===== src/rtl/engage_pkg.sv =====
package engage_pkg;

  // System states, Gray coded along engage path 0-1-3 and 4-5
  typedef enum logic [2:0] {
    ST_ALL_OFF   = 3'h0,
    ST_DISP_ON   = 3'h1,
    ST_YAW_ON    = 3'h2,
    ST_DISP_YAW  = 3'h3,
    ST_AP_ON     = 3'h6,
    ST_AP_WHEEL  = 3'h7
  } sys_state_e;

  // Pilot switch inputs
  typedef struct packed {
    logic disp_button;
    logic mode_button;
    logic go_around;
    logic wheel_steering_override;
    logic yaw_switch;
    logic ap_switch;
    logic dump;
    logic manual_trim;
  } switches_s;

  // Monitor flags
  typedef struct packed {
    logic gyro_valid;
    logic self_test_ok;
    logic trim_monitor_ok;
  } monitors_s;

  // Annunciator and servo outputs
  typedef struct packed {
    logic bars_biased;
    logic disp_light;
    logic yaw_light;
    logic yaw_enable;
    logic ap_light;
    logic ap_enable;
    logic servo_engage;
    logic wheel_alters_disp;
    logic yaw_solenoid;
    logic ap_solenoid;
  } lights_s;

  // Timing
  localparam int unsigned CLK_HZ = 200_000_000;
  localparam int unsigned FADE_TIME_MS = 2500;
  localparam int unsigned FADE_CYCLES = (CLK_HZ / 1000) * FADE_TIME_MS;
  localparam int unsigned FLASH_COUNT = 4;
  localparam int unsigned FLASH_HALF_MS = 250;
  localparam int unsigned FLASH_HALF_CYCLES = (CLK_HZ / 1000) * FLASH_HALF_MS;
  localparam int unsigned RAMP_WIDTH = 16;

endpackage


===== src/rtl/alert_flasher.sv =====
`timescale 1ns/1ps
`default_nettype none
module alert_flasher
  import engage_pkg::*;
#(
  parameter int unsigned HALF_CYCLES = FLASH_HALF_CYCLES,
  parameter int unsigned FLASHES = FLASH_COUNT
) (
  // Clock and reset
  input wire logic i_clk,
  input wire logic i_rst_n,
  // Trigger
  input wire logic i_start,
  // Outputs
  output logic o_flash,
  output logic o_horn
);
  logic [31:0] tick_reg, tick_next;
  logic [3:0] phase_reg, phase_next;
  logic flash_reg, flash_next;
  logic horn_reg, horn_next;

  // Two phases per flash; restart on a new trigger
  always_comb begin
    tick_next = tick_reg;
    phase_next = phase_reg;
    flash_next = flash_reg;
    horn_next = horn_reg;
    if (i_start) begin
      tick_next = '0;
      phase_next = '0;
      flash_next = 1'b1;
      horn_next = 1'b1;
    end else if (horn_reg) begin
      if (tick_reg == 32'(HALF_CYCLES - 1)) begin
        tick_next = '0;
        if (phase_reg == 4'(2 * FLASHES - 1)) begin
          horn_next = 1'b0;
          flash_next = 1'b0;
        end else begin
          phase_next = phase_reg + 4'h1;
          flash_next = ~flash_reg;
        end
      end else begin
        tick_next = tick_reg + 32'h0000_0001;
      end
    end
  end

  always_ff @(posedge i_clk or negedge i_rst_n) begin
    if (!i_rst_n) begin
      tick_reg <= '0;
      phase_reg <= '0;
      flash_reg <= 1'b0;
      horn_reg <= 1'b0;
    end else begin
      tick_reg <= tick_next;
      phase_reg <= phase_next;
      flash_reg <= flash_next;
      horn_reg <= horn_next;
    end
  end

  assign o_flash = flash_reg;
  assign o_horn = horn_reg;
endmodule
`default_nettype wire


===== src/rtl/engage_state_machine.sv =====
//
// Contract
// RL1 - Six states encode display, yaw, autopilot; state 5 adds wheel override
// RL2 - Qualified events move per table; don't-care keeps the state
// RL3 - Display button toggles 0/1 and 2/3; ignored in 4 and 5
// RL4 - Mode or go-around takes 0 to 1, 2 to 3; go-around 3,4,5 to 3
// RL5 - Wheel override on takes 0 to 1, 4 to 5; keeps 1 and 3
// RL6 - Wheel override release takes 5 to 4 with a fade ramp
// RL7 - Yaw engaged with flag takes 0 to 2 and 1 to 3
// RL8 - Yaw dropped takes 2 to 0, 3 to 1, 4/5 to 1
// RL9 - Autopilot engaged with flag only from 3, to 4 with fade ramp
// RL10 - Outside linkage turns yaw switch on with the autopilot switch
// RL11 - Autopilot dropped takes 4 and 5 to 3, alert from 5
// RL12 - Involuntary exit from 4 or 5 flashes light four times, sounds horn
// RL13 - Enables act through solenoids released by listed faults
// RL14 - Requests with unmet conditions are ignored
// RL15 - States 0,2 bias bars away; states 1,3 light display
// RL16 - States 2-5 light and enable yaw; 4,5 light and enable autopilot
// RL17 - Servo engage in state 4, dropped in state 5
// RL18 - Yaw flag is no dump, gyro valid, self-test good
// RL19 - Autopilot flag adds no go-around, trim ok, trim off or override
// RL20 - Display flag is gyro valid and self-test good
// RL21 - Reset starts in state 0 with yaw and autopilot flags true
// RL22 - Display flag false returns any state to 0, alert from 4/5
// RL23 - Buttons are edge detected after a released period
//
`timescale 1ns/1ps
`default_nettype none
module engage_state_machine
  import engage_pkg::*;
#(
  parameter int unsigned FADE_LEN = FADE_CYCLES,
  parameter int unsigned FLASH_HALF = FLASH_HALF_CYCLES
) (
  // Clock and reset
  input wire logic i_clk,
  input wire logic i_rst_n,
  // Pilot switches and monitors
  input wire engage_pkg::switches_s i_sw,
  input wire engage_pkg::monitors_s i_mon,
  // Annunciator and servos
  output engage_pkg::lights_s o_lights,
  output logic o_ap_light_flash,
  output logic o_horn,
  output logic [2:0] o_state,
  output logic [RAMP_WIDTH-1:0] o_fade_gain,
  output logic o_fading
);
  import engage_pkg::*;

  localparam logic [RAMP_WIDTH-1:0] GAIN_FULL = {RAMP_WIDTH{1'b1}};
  // State 0 lamp pattern, so the bars stay biased away straight out of reset
  localparam lights_s LIGHTS_RESET = '{bars_biased: 1'b1, default: 1'b0};

  // Map state to its documented number
  function automatic logic [2:0] state_num(input sys_state_e s);
    case (s)
      ST_ALL_OFF: state_num = 3'h0;
      ST_DISP_ON: state_num = 3'h1;
      ST_YAW_ON: state_num = 3'h2;
      ST_DISP_YAW: state_num = 3'h3;
      ST_AP_ON: state_num = 3'h4;
      ST_AP_WHEEL: state_num = 3'h5;
      default: state_num = 3'h0;
    endcase
  endfunction

  sys_state_e state_reg, state_next;
  switches_s prev_reg, prev_next;
  logic yaw_flag_reg, yaw_flag_next;
  logic ap_flag_reg, ap_flag_next;
  logic [31:0] fade_cnt_reg, fade_cnt_next;
  logic fading_reg, fading_next;
  logic [RAMP_WIDTH-1:0] gain_reg, gain_next;
  lights_s lights_reg, lights_next;
  logic alert_reg, alert_next;
  logic [2:0] num_reg, num_next;

  logic disp_flag;
  logic disp_press, mode_press, ga_press, wheel_on, wheel_off;
  logic yaw_up, yaw_drop, ap_up, ap_drop;
  logic in_ap;

  // Flags from monitors
  always_comb begin
    disp_flag = i_mon.gyro_valid & i_mon.self_test_ok; // RL20
    yaw_flag_next = ~i_sw.dump & i_mon.gyro_valid & i_mon.self_test_ok; // RL18
    ap_flag_next = yaw_flag_next & ~i_sw.go_around & i_mon.trim_monitor_ok
                   & (~i_sw.manual_trim | i_sw.wheel_steering_override); // RL19
  end

  // Edge detection of momentary switches
  always_comb begin
    prev_next = i_sw;
    disp_press = i_sw.disp_button & ~prev_reg.disp_button; // RL23
    mode_press = i_sw.mode_button & ~prev_reg.mode_button; // RL23
    ga_press = i_sw.go_around & ~prev_reg.go_around; // RL23
    wheel_on = i_sw.wheel_steering_override & ~prev_reg.wheel_steering_override;
    wheel_off = ~i_sw.wheel_steering_override & prev_reg.wheel_steering_override;
    yaw_up = i_sw.yaw_switch & yaw_flag_reg;
    yaw_drop = ~i_sw.yaw_switch | ~yaw_flag_reg;
    ap_up = i_sw.ap_switch & ap_flag_reg;
    ap_drop = ~i_sw.ap_switch | ~ap_flag_reg;
  end

  // Transition table; earlier columns win
  always_comb begin
    state_next = state_reg; // RL2 RL14
    alert_next = 1'b0;
    fade_cnt_next = fade_cnt_reg;
    fading_next = fading_reg;
    in_ap = (state_reg == ST_AP_ON) || (state_reg == ST_AP_WHEEL);
    if (!disp_flag) begin
      state_next = ST_ALL_OFF; // RL22
      alert_next = in_ap; // RL12
    end else begin
      case (state_reg)
        ST_ALL_OFF: begin
          if (disp_press || mode_press || ga_press || wheel_on) begin
            state_next = ST_DISP_ON; // RL3 RL4 RL5
          end else if (yaw_up) begin
            state_next = ST_YAW_ON; // RL7
          end
        end
        ST_DISP_ON: begin
          if (disp_press) begin
            state_next = ST_ALL_OFF; // RL3
          end else if (yaw_up) begin
            state_next = ST_DISP_YAW; // RL7
          end
        end
        ST_YAW_ON: begin
          if (disp_press || mode_press || ga_press) begin
            state_next = ST_DISP_YAW; // RL3 RL4
          end else if (yaw_drop) begin
            state_next = ST_ALL_OFF; // RL8
          end
        end
        ST_DISP_YAW: begin
          if (disp_press) begin
            state_next = ST_YAW_ON; // RL3
          end else if (yaw_drop) begin
            state_next = ST_DISP_ON; // RL8
          end else if (ap_up && !ga_press) begin
            state_next = ST_AP_ON; // RL9
            fading_next = 1'b1;
            fade_cnt_next = '0;
          end
        end
        ST_AP_ON, ST_AP_WHEEL: begin
          if (ga_press) begin
            state_next = ST_DISP_YAW; // RL4
            alert_next = 1'b1; // RL12
          end else if (yaw_drop) begin
            state_next = ST_DISP_ON; // RL8
            alert_next = 1'b1; // RL12
          end else if (ap_drop) begin
            state_next = ST_DISP_YAW; // RL11
            alert_next = (state_reg == ST_AP_WHEEL); // RL11
          end else if (state_reg == ST_AP_ON && wheel_on) begin
            state_next = ST_AP_WHEEL; // RL5
          end else if (state_reg == ST_AP_WHEEL && wheel_off) begin
            state_next = ST_AP_ON; // RL6
            fading_next = 1'b1;
            fade_cnt_next = '0;
          end
        end
        default: state_next = ST_ALL_OFF;
      endcase
    end
    // Ramp runs only while the servos are engaged
    if (state_next != ST_AP_ON) begin
      fading_next = 1'b0;
    end else if (fading_reg && state_reg == ST_AP_ON) begin
      if (fade_cnt_reg == 32'(FADE_LEN - 1)) begin
        fading_next = 1'b0;
      end else begin
        fade_cnt_next = fade_cnt_reg + 32'h0000_0001;
      end
    end
    gain_next = (state_next != ST_AP_ON) ? '0
              : (fading_next ? RAMP_WIDTH'((64'(fade_cnt_next) * GAIN_FULL) / FADE_LEN)
                             : GAIN_FULL);
  end

  // Output decode from next state
  always_comb begin
    num_next = state_num(state_next); // RL1
    lights_next = '0;
    lights_next.bars_biased = (num_next == 3'h0) || (num_next == 3'h2); // RL15
    lights_next.disp_light = (num_next != 3'h0) && (num_next != 3'h2); // RL15
    lights_next.yaw_light = (num_next >= 3'h2); // RL16
    lights_next.yaw_enable = (num_next >= 3'h2); // RL16
    lights_next.ap_light = (num_next >= 3'h4); // RL16
    lights_next.ap_enable = (num_next >= 3'h4); // RL16
    lights_next.servo_engage = (num_next == 3'h4); // RL17
    lights_next.wheel_alters_disp = i_sw.wheel_steering_override
                                    && (num_next == 3'h1 || num_next == 3'h3); // RL5
    lights_next.yaw_solenoid = yaw_flag_next && (num_next >= 3'h2); // RL13
    lights_next.ap_solenoid = ap_flag_next && (num_next >= 3'h4); // RL13
  end

  // State registers
  always_ff @(posedge i_clk or negedge i_rst_n) begin
    if (!i_rst_n) begin
      state_reg <= ST_ALL_OFF; // RL21
      prev_reg <= '1;
      yaw_flag_reg <= 1'b1; // RL21
      ap_flag_reg <= 1'b1; // RL21
      fade_cnt_reg <= '0;
      fading_reg <= 1'b0;
      gain_reg <= '0;
      lights_reg <= LIGHTS_RESET; // RL15
      alert_reg <= 1'b0;
      num_reg <= 3'h0;
    end else begin
      state_reg <= state_next;
      prev_reg <= prev_next;
      yaw_flag_reg <= yaw_flag_next;
      ap_flag_reg <= ap_flag_next;
      fade_cnt_reg <= fade_cnt_next;
      fading_reg <= fading_next;
      gain_reg <= gain_next;
      lights_reg <= lights_next;
      alert_reg <= alert_next;
      num_reg <= num_next;
    end
  end

  // Autopilot light flash and horn
  alert_flasher #(
    .HALF_CYCLES(FLASH_HALF),
    .FLASHES(FLASH_COUNT)
  ) u_flasher (
    .i_clk(i_clk),
    .i_rst_n(i_rst_n),
    .i_start(alert_reg), // RL12
    .o_flash(o_ap_light_flash),
    .o_horn(o_horn)
  );

  assign o_lights = lights_reg;
  assign o_state = num_reg;
  assign o_fade_gain = gain_reg;
  assign o_fading = fading_reg;
endmodule
`default_nettype wire


===== config.mk =====
export PLATFORM = sky130hd
export DESIGN_NAME = engage_state_machine
export DESIGN_NICKNAME = d
export VERILOG_FILES = /design/src/rtl/engage_pkg.sv /design/src/rtl/alert_flasher.sv /design/src/rtl/engage_state_machine.sv
export SDC_FILE = /design/constraint.sdc
export NUM_CORES = 2
export LEC_CHECK = 0
export ABC_AREA = 0
export BUFFER_PORTS_ARGS = -buffer_cell sky130_fd_sc_hd__buf_2
export CELL_PAD_IN_SITES_DETAIL_PLACEMENT = 0
export CELL_PAD_IN_SITES_GLOBAL_PLACEMENT = 1
export CORE_MARGIN = 2
export CORE_UTILIZATION = 45
export CTS_CLUSTER_SIZE = 14
export DETAILED_ROUTE_END_ITERATION = 8
export GPL_ROUTABILITY_DRIVEN = 0
export GPL_TIMING_DRIVEN = 0
export PLACE_DENSITY_LB_ADDON = 0.1
export SLEW_MARGIN = 0
export SYNTH_ARGS = -nofsm -noshare
export SYNTH_HDL_FRONTEND = slang
export SYNTH_SLANG_ARGS = --single-unit

===== constraint.sdc =====
create_clock -name i_clk -period 32.7 [get_ports i_clk]
set_input_delay 3.27 -clock i_clk [delete_from_list [all_inputs] [get_ports i_clk]]
set_output_delay 3.27 -clock i_clk [all_outputs]
set_load 0.01 [all_outputs]

; Yosys cells after proc, flatten, opt, wreduce, memory -nomap -nowiden
; Cells that the tools add are included.
[word_totals]
regBits = 108
inputBits = 13
out_inout_bits = 32
word_cells = 168
[classes]
add_sub_neg = 3
multipliers = 1
div_mod_pow = 1
order_cmp = 2
n_eq_ne = 20
n_mux = 65
bitwise = 29
n_reduce_logical = 23
[op_table]
columns = op, count
row1 = two-way mux 32 bit, 15
row2 = adder 32 x 1 -> 32 bit (second input constant), 2
row3 = divider 48 x 29 -> 64 bit (second input constant), 1
row4 = case mux 32 bit (2 select lines), 1
row5 = multiplier 32 x 16 -> 48 bit (second input constant), 1
row6 = two-way mux 3 bit, 15
row7 = equality test 32 x 26 -> 1 bit (second input constant), 1
row8 = equality test 32 x 29 -> 1 bit (second input constant), 1
row9 = two-way mux 16 bit, 2
row10 = case mux 3 bit (5 select lines), 2
row11 = two-way mux 1 bit, 25
row12 = equality test 3 x 2 -> 1 bit (second input constant), 6
row13 = two-way mux 4 bit, 4
row14 = equality test 3 bit (second input constant), 5
row15 = AND 1 bit, 13
row16 = NOT 1 bit, 13
row17 = equality test 3 x 1 -> 1 bit (second input constant), 3
row18 = logical AND 1 bit, 8
row19 = logical NOT 3 bit, 2
row20 = logical OR 1 bit, 6
row21 = adder 4 x 1 -> 4 bit (second input constant), 1
row22 = equality test 4 x 3 -> 1 bit (second input constant), 1
row23 = nonzero test 2 bit, 2
row24 = >= comparator 3 x 2 -> 1 bit (second input constant), 1
row25 = 11 further kinds, 13

; Depth between registers and ports, before layout
[logic_depth]
depth_word = 17
mapped_depth = 149
depth_no_buf = 124

; Hierarchy
; A second synthesis with hierarchy kept.
[unflattened]
hier_cells = 4680
area_unflattened_um2 = 35492.8
[modules_own_cells]
columns = mod, n_inst, cells_each, area_per_inst_um2, seq_area_each_um2
row1 = engage_state_machine, 1, 4472, 33488.4, 1760.4
row2 = alert_flasher, 1, 208, 2004.4, 950.9

; Worst setup path before layout
; Ideal clock, no wire load.
[synth_path]
path_kind = input to register
from = input i_sw[3] in the netlist's numbering
to = register gain_reg[0] (netlist: o_fade_gain[0])
setup_time_ns = 0.101
t_arrival_ns = 34.973
t_required_ns = 32.599
setup_slack_ns = -2.373
stages = 129
path_buffers = 15
cell_sequence = nand2_1 -> nor3_1 -> nand2_1 -> a31oi_1 -> o22ai_1 -> or4_1 -> clkbuf_1 -> inv_1 -> nand4b_1 -> nor4_1 -> nand4_1 -> nor2_1 -> nand3_1 -> o31ai_1 -> fa_1 -> fa_1 -> inv_1 -> fa_1 -> (+93 left out) -> o22ai_1 -> or4_4 -> and2_1 -> buf_2 -> a221o_1 -> and2_1 -> and4_1 -> nor3_2 -> o31a_1 -> and2b_1 -> a211oi_2 -> nor2_1 -> buf_2 -> xnor2_1 -> a21oi_1 -> o32ai_1 -> o2111ai_1 -> o32ai_1
[synth_via]
elab_chain_cells = 13
elab_cells_between_ends = 38
cone_classes = mul: 1 / div: 1 / eq/ne: 1 / mux: 32 / bitwise: 3
[synth_rtl]
columns = item, line_no
row1 = "start, declared", engage_state_machine.sv:39  ; input wire engage_pkg::switches_s i_sw,
row2 = NOT 1 bit, engage_state_machine.sv:101  ; yaw_drop = ~i_sw.yaw_switch | ~yaw_flag_reg;
row3 = bitwise OR 1 bit, engage_state_machine.sv:101
row4 = two-way mux 32 bit (on tied branches), "engage_state_machine.sv:154, engage_state_machine.sv:142"
row5 = two-way mux 32 bit (on tied branches), "engage_state_machine.sv:151, engage_state_machine.sv:140"
row6 = case mux 32 bit (2 select lines), engage_state_machine.sv:117  ; case (state_reg)
row7 = two-way mux 32 bit, engage_state_machine.sv:113  ; if (!disp_flag) begin
row8 = two-way mux 32 bit, engage_state_machine.sv:175  ; if (fade_cnt_reg == 32'(FADE_LEN - 1)) begin
row9 = two-way mux 32 bit, engage_state_machine.sv:174  ; end else if (fading_reg && state_reg == ST_AP_ON) begin
row10 = two-way mux 32 bit *, engage_state_machine.sv:172  ; if (state_next != ST_AP_ON) begin
row11 = via fade_cnt_next[31], engage_state_machine.sv:72  ; logic [31:0] fade_cnt_reg, fade_cnt_next;
row12 = multiplier 32 x 16 -> 48 bit *, engage_state_machine.sv:182  ; : (fading_next ? RAMP_WIDTH'((64'(fade_cnt_next) * GAIN_FULL) / FADE_LEN)
row13 = divider 48 x 29 -> 64 bit *, engage_state_machine.sv:182
row14 = two-way mux 16 bit *, engage_state_machine.sv:182
row15 = two-way mux 16 bit *, engage_state_machine.sv:181  ; gain_next = (state_next != ST_AP_ON) ? '0
row16 = via gain_next[0], engage_state_machine.sv:74  ; logic [RAMP_WIDTH-1:0] gain_reg, gain_next;
row17 = "end signal, assigned", engage_state_machine.sv:223  ; gain_reg <= gain_next;
row18 = "end, declared", engage_state_machine.sv:74
; Mark *: on every way through the listed nets, which the timed path passes. The rest lies on a longest branch.
; A chain may end at the register's enable or synchronous reset.

; Worst setup path in the final report
[layout_path]
from = input i_sw[5] in the netlist's numbering
to = register gain_reg[0] (netlist: o_fade_gain[0])
[layout_via]
elab_chain_cells = 15
elab_cells_between_ends = 36
cone_classes = mul: 1 / div: 1 / eq/ne: 1 / mux: 28 / bitwise: 1 / reduce/logical: 4
[layout_rtl]
columns = item, line_no
row1 = AND 1 bit *, engage_state_machine.sv:97  ; ga_press = i_sw.go_around & ~prev_reg.go_around;
row2 = logical NOT 1 bit, engage_state_machine.sv:144  ; end else if (ap_up && !ga_press) begin
row3 = logical AND 1 bit, engage_state_machine.sv:144
row4 = two-way mux 32 bit, engage_state_machine.sv:144
row5 = two-way mux 32 bit, engage_state_machine.sv:142  ; end else if (yaw_drop) begin
row6 = two-way mux 32 bit, engage_state_machine.sv:140  ; if (disp_press) begin
row7 = case mux 32 bit (2 select lines), engage_state_machine.sv:117
row8 = two-way mux 32 bit, engage_state_machine.sv:113
row9 = two-way mux 32 bit, engage_state_machine.sv:175
row10 = two-way mux 32 bit, engage_state_machine.sv:174
row11 = two-way mux 32 bit *, engage_state_machine.sv:172
row12 = via fade_cnt_next[14], engage_state_machine.sv:72
row13 = multiplier 32 x 16 -> 48 bit *, engage_state_machine.sv:182
row14 = divider 48 x 29 -> 64 bit *, engage_state_machine.sv:182
row15 = two-way mux 16 bit *, engage_state_machine.sv:182
row16 = two-way mux 16 bit *, engage_state_machine.sv:181
row17 = via gain_next[0], engage_state_machine.sv:74
; Marks and branches as above.

==> results.ini <==
[critical_path]
worst_ep_required_time_ns = 32.98
crit_arrival_ns = 34.90
r2r_start = yaw_flag_reg
timing.rr.end = o_fade_gain[0]
critical_path.most_common_cell = buf_4
rrSetupSlack_ns = 0.57
critPathLaunchType = input port
critPathKind = in -> reg
cp_slowest_cell = fa_1
critPathMaxFanout = 10
endpoint_kind = register
cp_slowest_stage_delay_ns = 0.58
rr_worst_depth = 133

[yosys]
yosysTopAreaCellShare = 0.1457
synth_nets = 5216
synth_area_um2 = 35850
yosysUniqueCellTypes = 145
ys.flop_type = dfrtp_1
ys_seq_area_frac = 0.07563
async_reset_ff_frac = 1.000
synth_area_leader_cell = fa_1
avgSynthCellArea_um2 = 7.434
ys_warn_count = 0
synth_edf_count = 0
synth_seq_cells = 108
synth_area_leaders = fa_1, dfrtp_1, xnor2_1
netlist_instances = 4823

[grt]
grt_overflow = 0
gr-usage-all-layers = 0.2984
grt_pass1_wl_mm = 202.4
grt_pass1_vias = 37376
grt_max_degree = 74
grt_use_met3 = 0.01645
use_met2 = 0.5367
grtUsageMet1 = 0.3957
top_usage_layer = met2
antenna_found_initial = 0

[clocking]
clock_path_buffers = 2
cts.htree.levels = 3
clk_pin_slew_ns = 0.09
cts_tree = done
clockRootBuffer = clkbuf_16
clk-insertion-delay-late_ns = 0.37
cts_sinks = 108
cts_made_buffers = 9

[place]
io_buffers = 44
dp_cells = 5919
place_hpwl_mm = 98.25
dpl_worst_slack_ns = -8.828

[route]
drt_iter0_markers = 2775
wire_per_inst_um = 20.11
vias_per_cell = 6.062
drc = 0
first_pass_iters = 6
vias = 39008
drt-total-wl_mm = 129.4
ant_nets = 0

[pwr]
p_total_w = 0.0002591
pwr-share-comb = 0.036
power.switching_w = 0.00006717
p_sw_frac = 0.2593
power.leakage_nw = 20.15
ir_drop_mv = 0.02147
pwr-share-seq = 0.521
p_per_area_nw_per_um2 = 5.372
intPower_w = 0.0001919
p_clk_frac = 0.443

[sta]
finClkSkew_ns = 0.01537
postLayoutSetupSlackWorst_ns = -1.922
tightestPinTransition_ns = 1.248
fmax_mhz = 28.88
whs_ns = 0.4911
max_slew_margin = 0.1620
slew_violations = 0
period_needed_ns = 34.62
hold_violations = 0
setup-violations-final = 2
grt_setup_unrepaired = true
post-route-period-util = 1.059
tns_ns = -3.278

[job]
cap_violations = 0

[cells_and_area]
drive_above_1_share = 0.3099
areaGrowthSynthToFinish_pct = 34.50
fin_nets = 5773
diodes = 0
final_cells = 6435

[die]
dieArea_um2 = 81940
die_w_um = 286.3
pin_count = 45
coreArea_um2 = 78870
rows = 103
die_h_um = 286.3
initial_utilization = 0.4546

[min_path]
hold_path_end = u_flasher.tick_reg[22]
hold_path_depth = 2
hp-class = reg -> reg
hp-start = u_flasher.tick_reg[22]

[outcome]
outcome = finished, violations left
violations = negative setup slack

==> critical path: cells and delay by family <==
family | cells | cell delay (ns)
AO/OA/AOI/OAI | 60 | 15.05
AND/OR/NAND/NOR | 35 | 7.79
buffers and inverters | 23 | 3.46
adder cells (fa/ha/maj) | 7 | 3.37
multiplexers | 6 | 1.29
XOR/XNOR | 3 | 0.53
==> per-layer routing <==
layer | vias up | routed length, um
met5 | - | 0
met2 | 1060 | 65130
met4 | 0 | 3104
li1 | 18580 | -
met3 | 194 | 4953
met1 | 19174 | 56240
==> worst max path at each step <==
stage,startpoint,to,slack [ns],depth (start not counted)
4_1_cts,i_sw[5],o_fade_gain[0],-2.09,141
6_report,i_sw[5],o_fade_gain[0],-1.92,134
2_1_floorplan,i_sw[3],o_fade_gain[0],-0.27,134
5_1_grt,i_sw[5],o_fade_gain[0],-2.99,142
3_5_place_dp,i_sw[7],o_fade_gain[0],-8.83,126
3_3_place_gp,i_sw[7],o_fade_gain[0],-9.01,126
==> metrics by stage <==
stage,utilization,instance area [um2]
global route,0.6114,48220
finish,0.6114,48220
floorplan,-,36920
CTS,0.5557,43830
global placement,0.4875,38450
detailed placement,0.4881,38500
==> Yosys cell counts (all sizes together) (17+ instances only) <==
library cell,count
a2111oi,21
a211o,22
a211oi,68
a21boi,36
a21o,84
a21oi,329
a221oi,24
a22oi,25
a311oi,19
a31oi,67
a32oi,18
and2,85
and3,53
buf,80
clkbuf,107
dfrtp,101
fa,261
ha,119
inv,412
mux2,27
mux2i,89
nand2,464
nand2b,39
nand3,151
nand4,71
nor2,424
nor2b,21
nor3,158
nor4,46
o2111ai,23
o211a,17
o211ai,76
o21a,48
o21ai,317
o21bai,25
o22a,17
o22ai,37
o311ai,22
o31ai,42
or2,48
or3,45
xnor2,290
xor2,130
==> cell usage in the layout, fill, tap and decap left out, drive strengths merged, types with 46 or more instances in the layout <==
cell    netlist  routed
o211ai       76      76
o21a         48      48
mux2i        89      89
fa          261     261
or2          48      48
a21oi       329     329
a31oi        67      67
inv         412     416
xnor2       290     290
nand4        71      71
nor3        158     158
o21ai       317     317
xor2        130     130
nor4         46      46
nand2       464     464
a211oi       68      68
dfrtp       101     101
ha          119     119
and3         53      53
and2         85      85
a21o         84      84
nor2        424     425
clkbuf      107     101
nand3       151     151
buf          80     640
==> what timing repair did <==
item,CTS,global route
buffers inserted,282,231
hold buffers,0,0
setup endpoints to repair,7,5
pin swaps,238,326
resized for setup,577,557
gates cloned,4,5
==> cells by family (layout without fill, tap and decap cells) <==
| family | count (synthesis) | after routing | share of synthesized area |
|---|---|---|---|
| adders and majority gates | 387 | 387 | 0.1892 |
| AOI/OAI and AO/OA | 1494 | 1494 | 0.2950 |
| xor gates and xnor gates | 420 | 420 | 0.1054 |
| and+or+nand+nor | 1699 | 1700 | 0.2340 |
| DFF | 108 | 108 | 0.07563 |
| buffers and inverters | 599 | 1160 | 0.06634 |
| muxes | 116 | 116 | 0.03434 |
==> final cells by class <==
| type | instances | area [um2] |
|---|---|---|
| multi-input cells | 4117 | 36650 |
| plain buffers | 167 | 1217 |
| clock buffers | 9 | 225.2 |
| clock inverters | 7 | 66.31 |
| fillers | 7235 | 30650 |
| inverters | 412 | 1551 |
| well taps | 1050 | 1314 |
| flip-flops and latches | 108 | 2711 |
| repair buffers | 565 | 4481 |
==> power by group through the flow <==
stage               clock (W)  sequential (W)  combinational, W
finish               0.000115        0.000135        0.00000932
CTS                  0.000117        0.000135        0.00000892
global placement            0        0.000138        0.00000777
detailed placement          0        0.000138        0.00000845
floorplan                   0        0.000138        0.00000271
global route         0.000122        0.000135         0.0000105
Power figures use the tool's default switching activity.
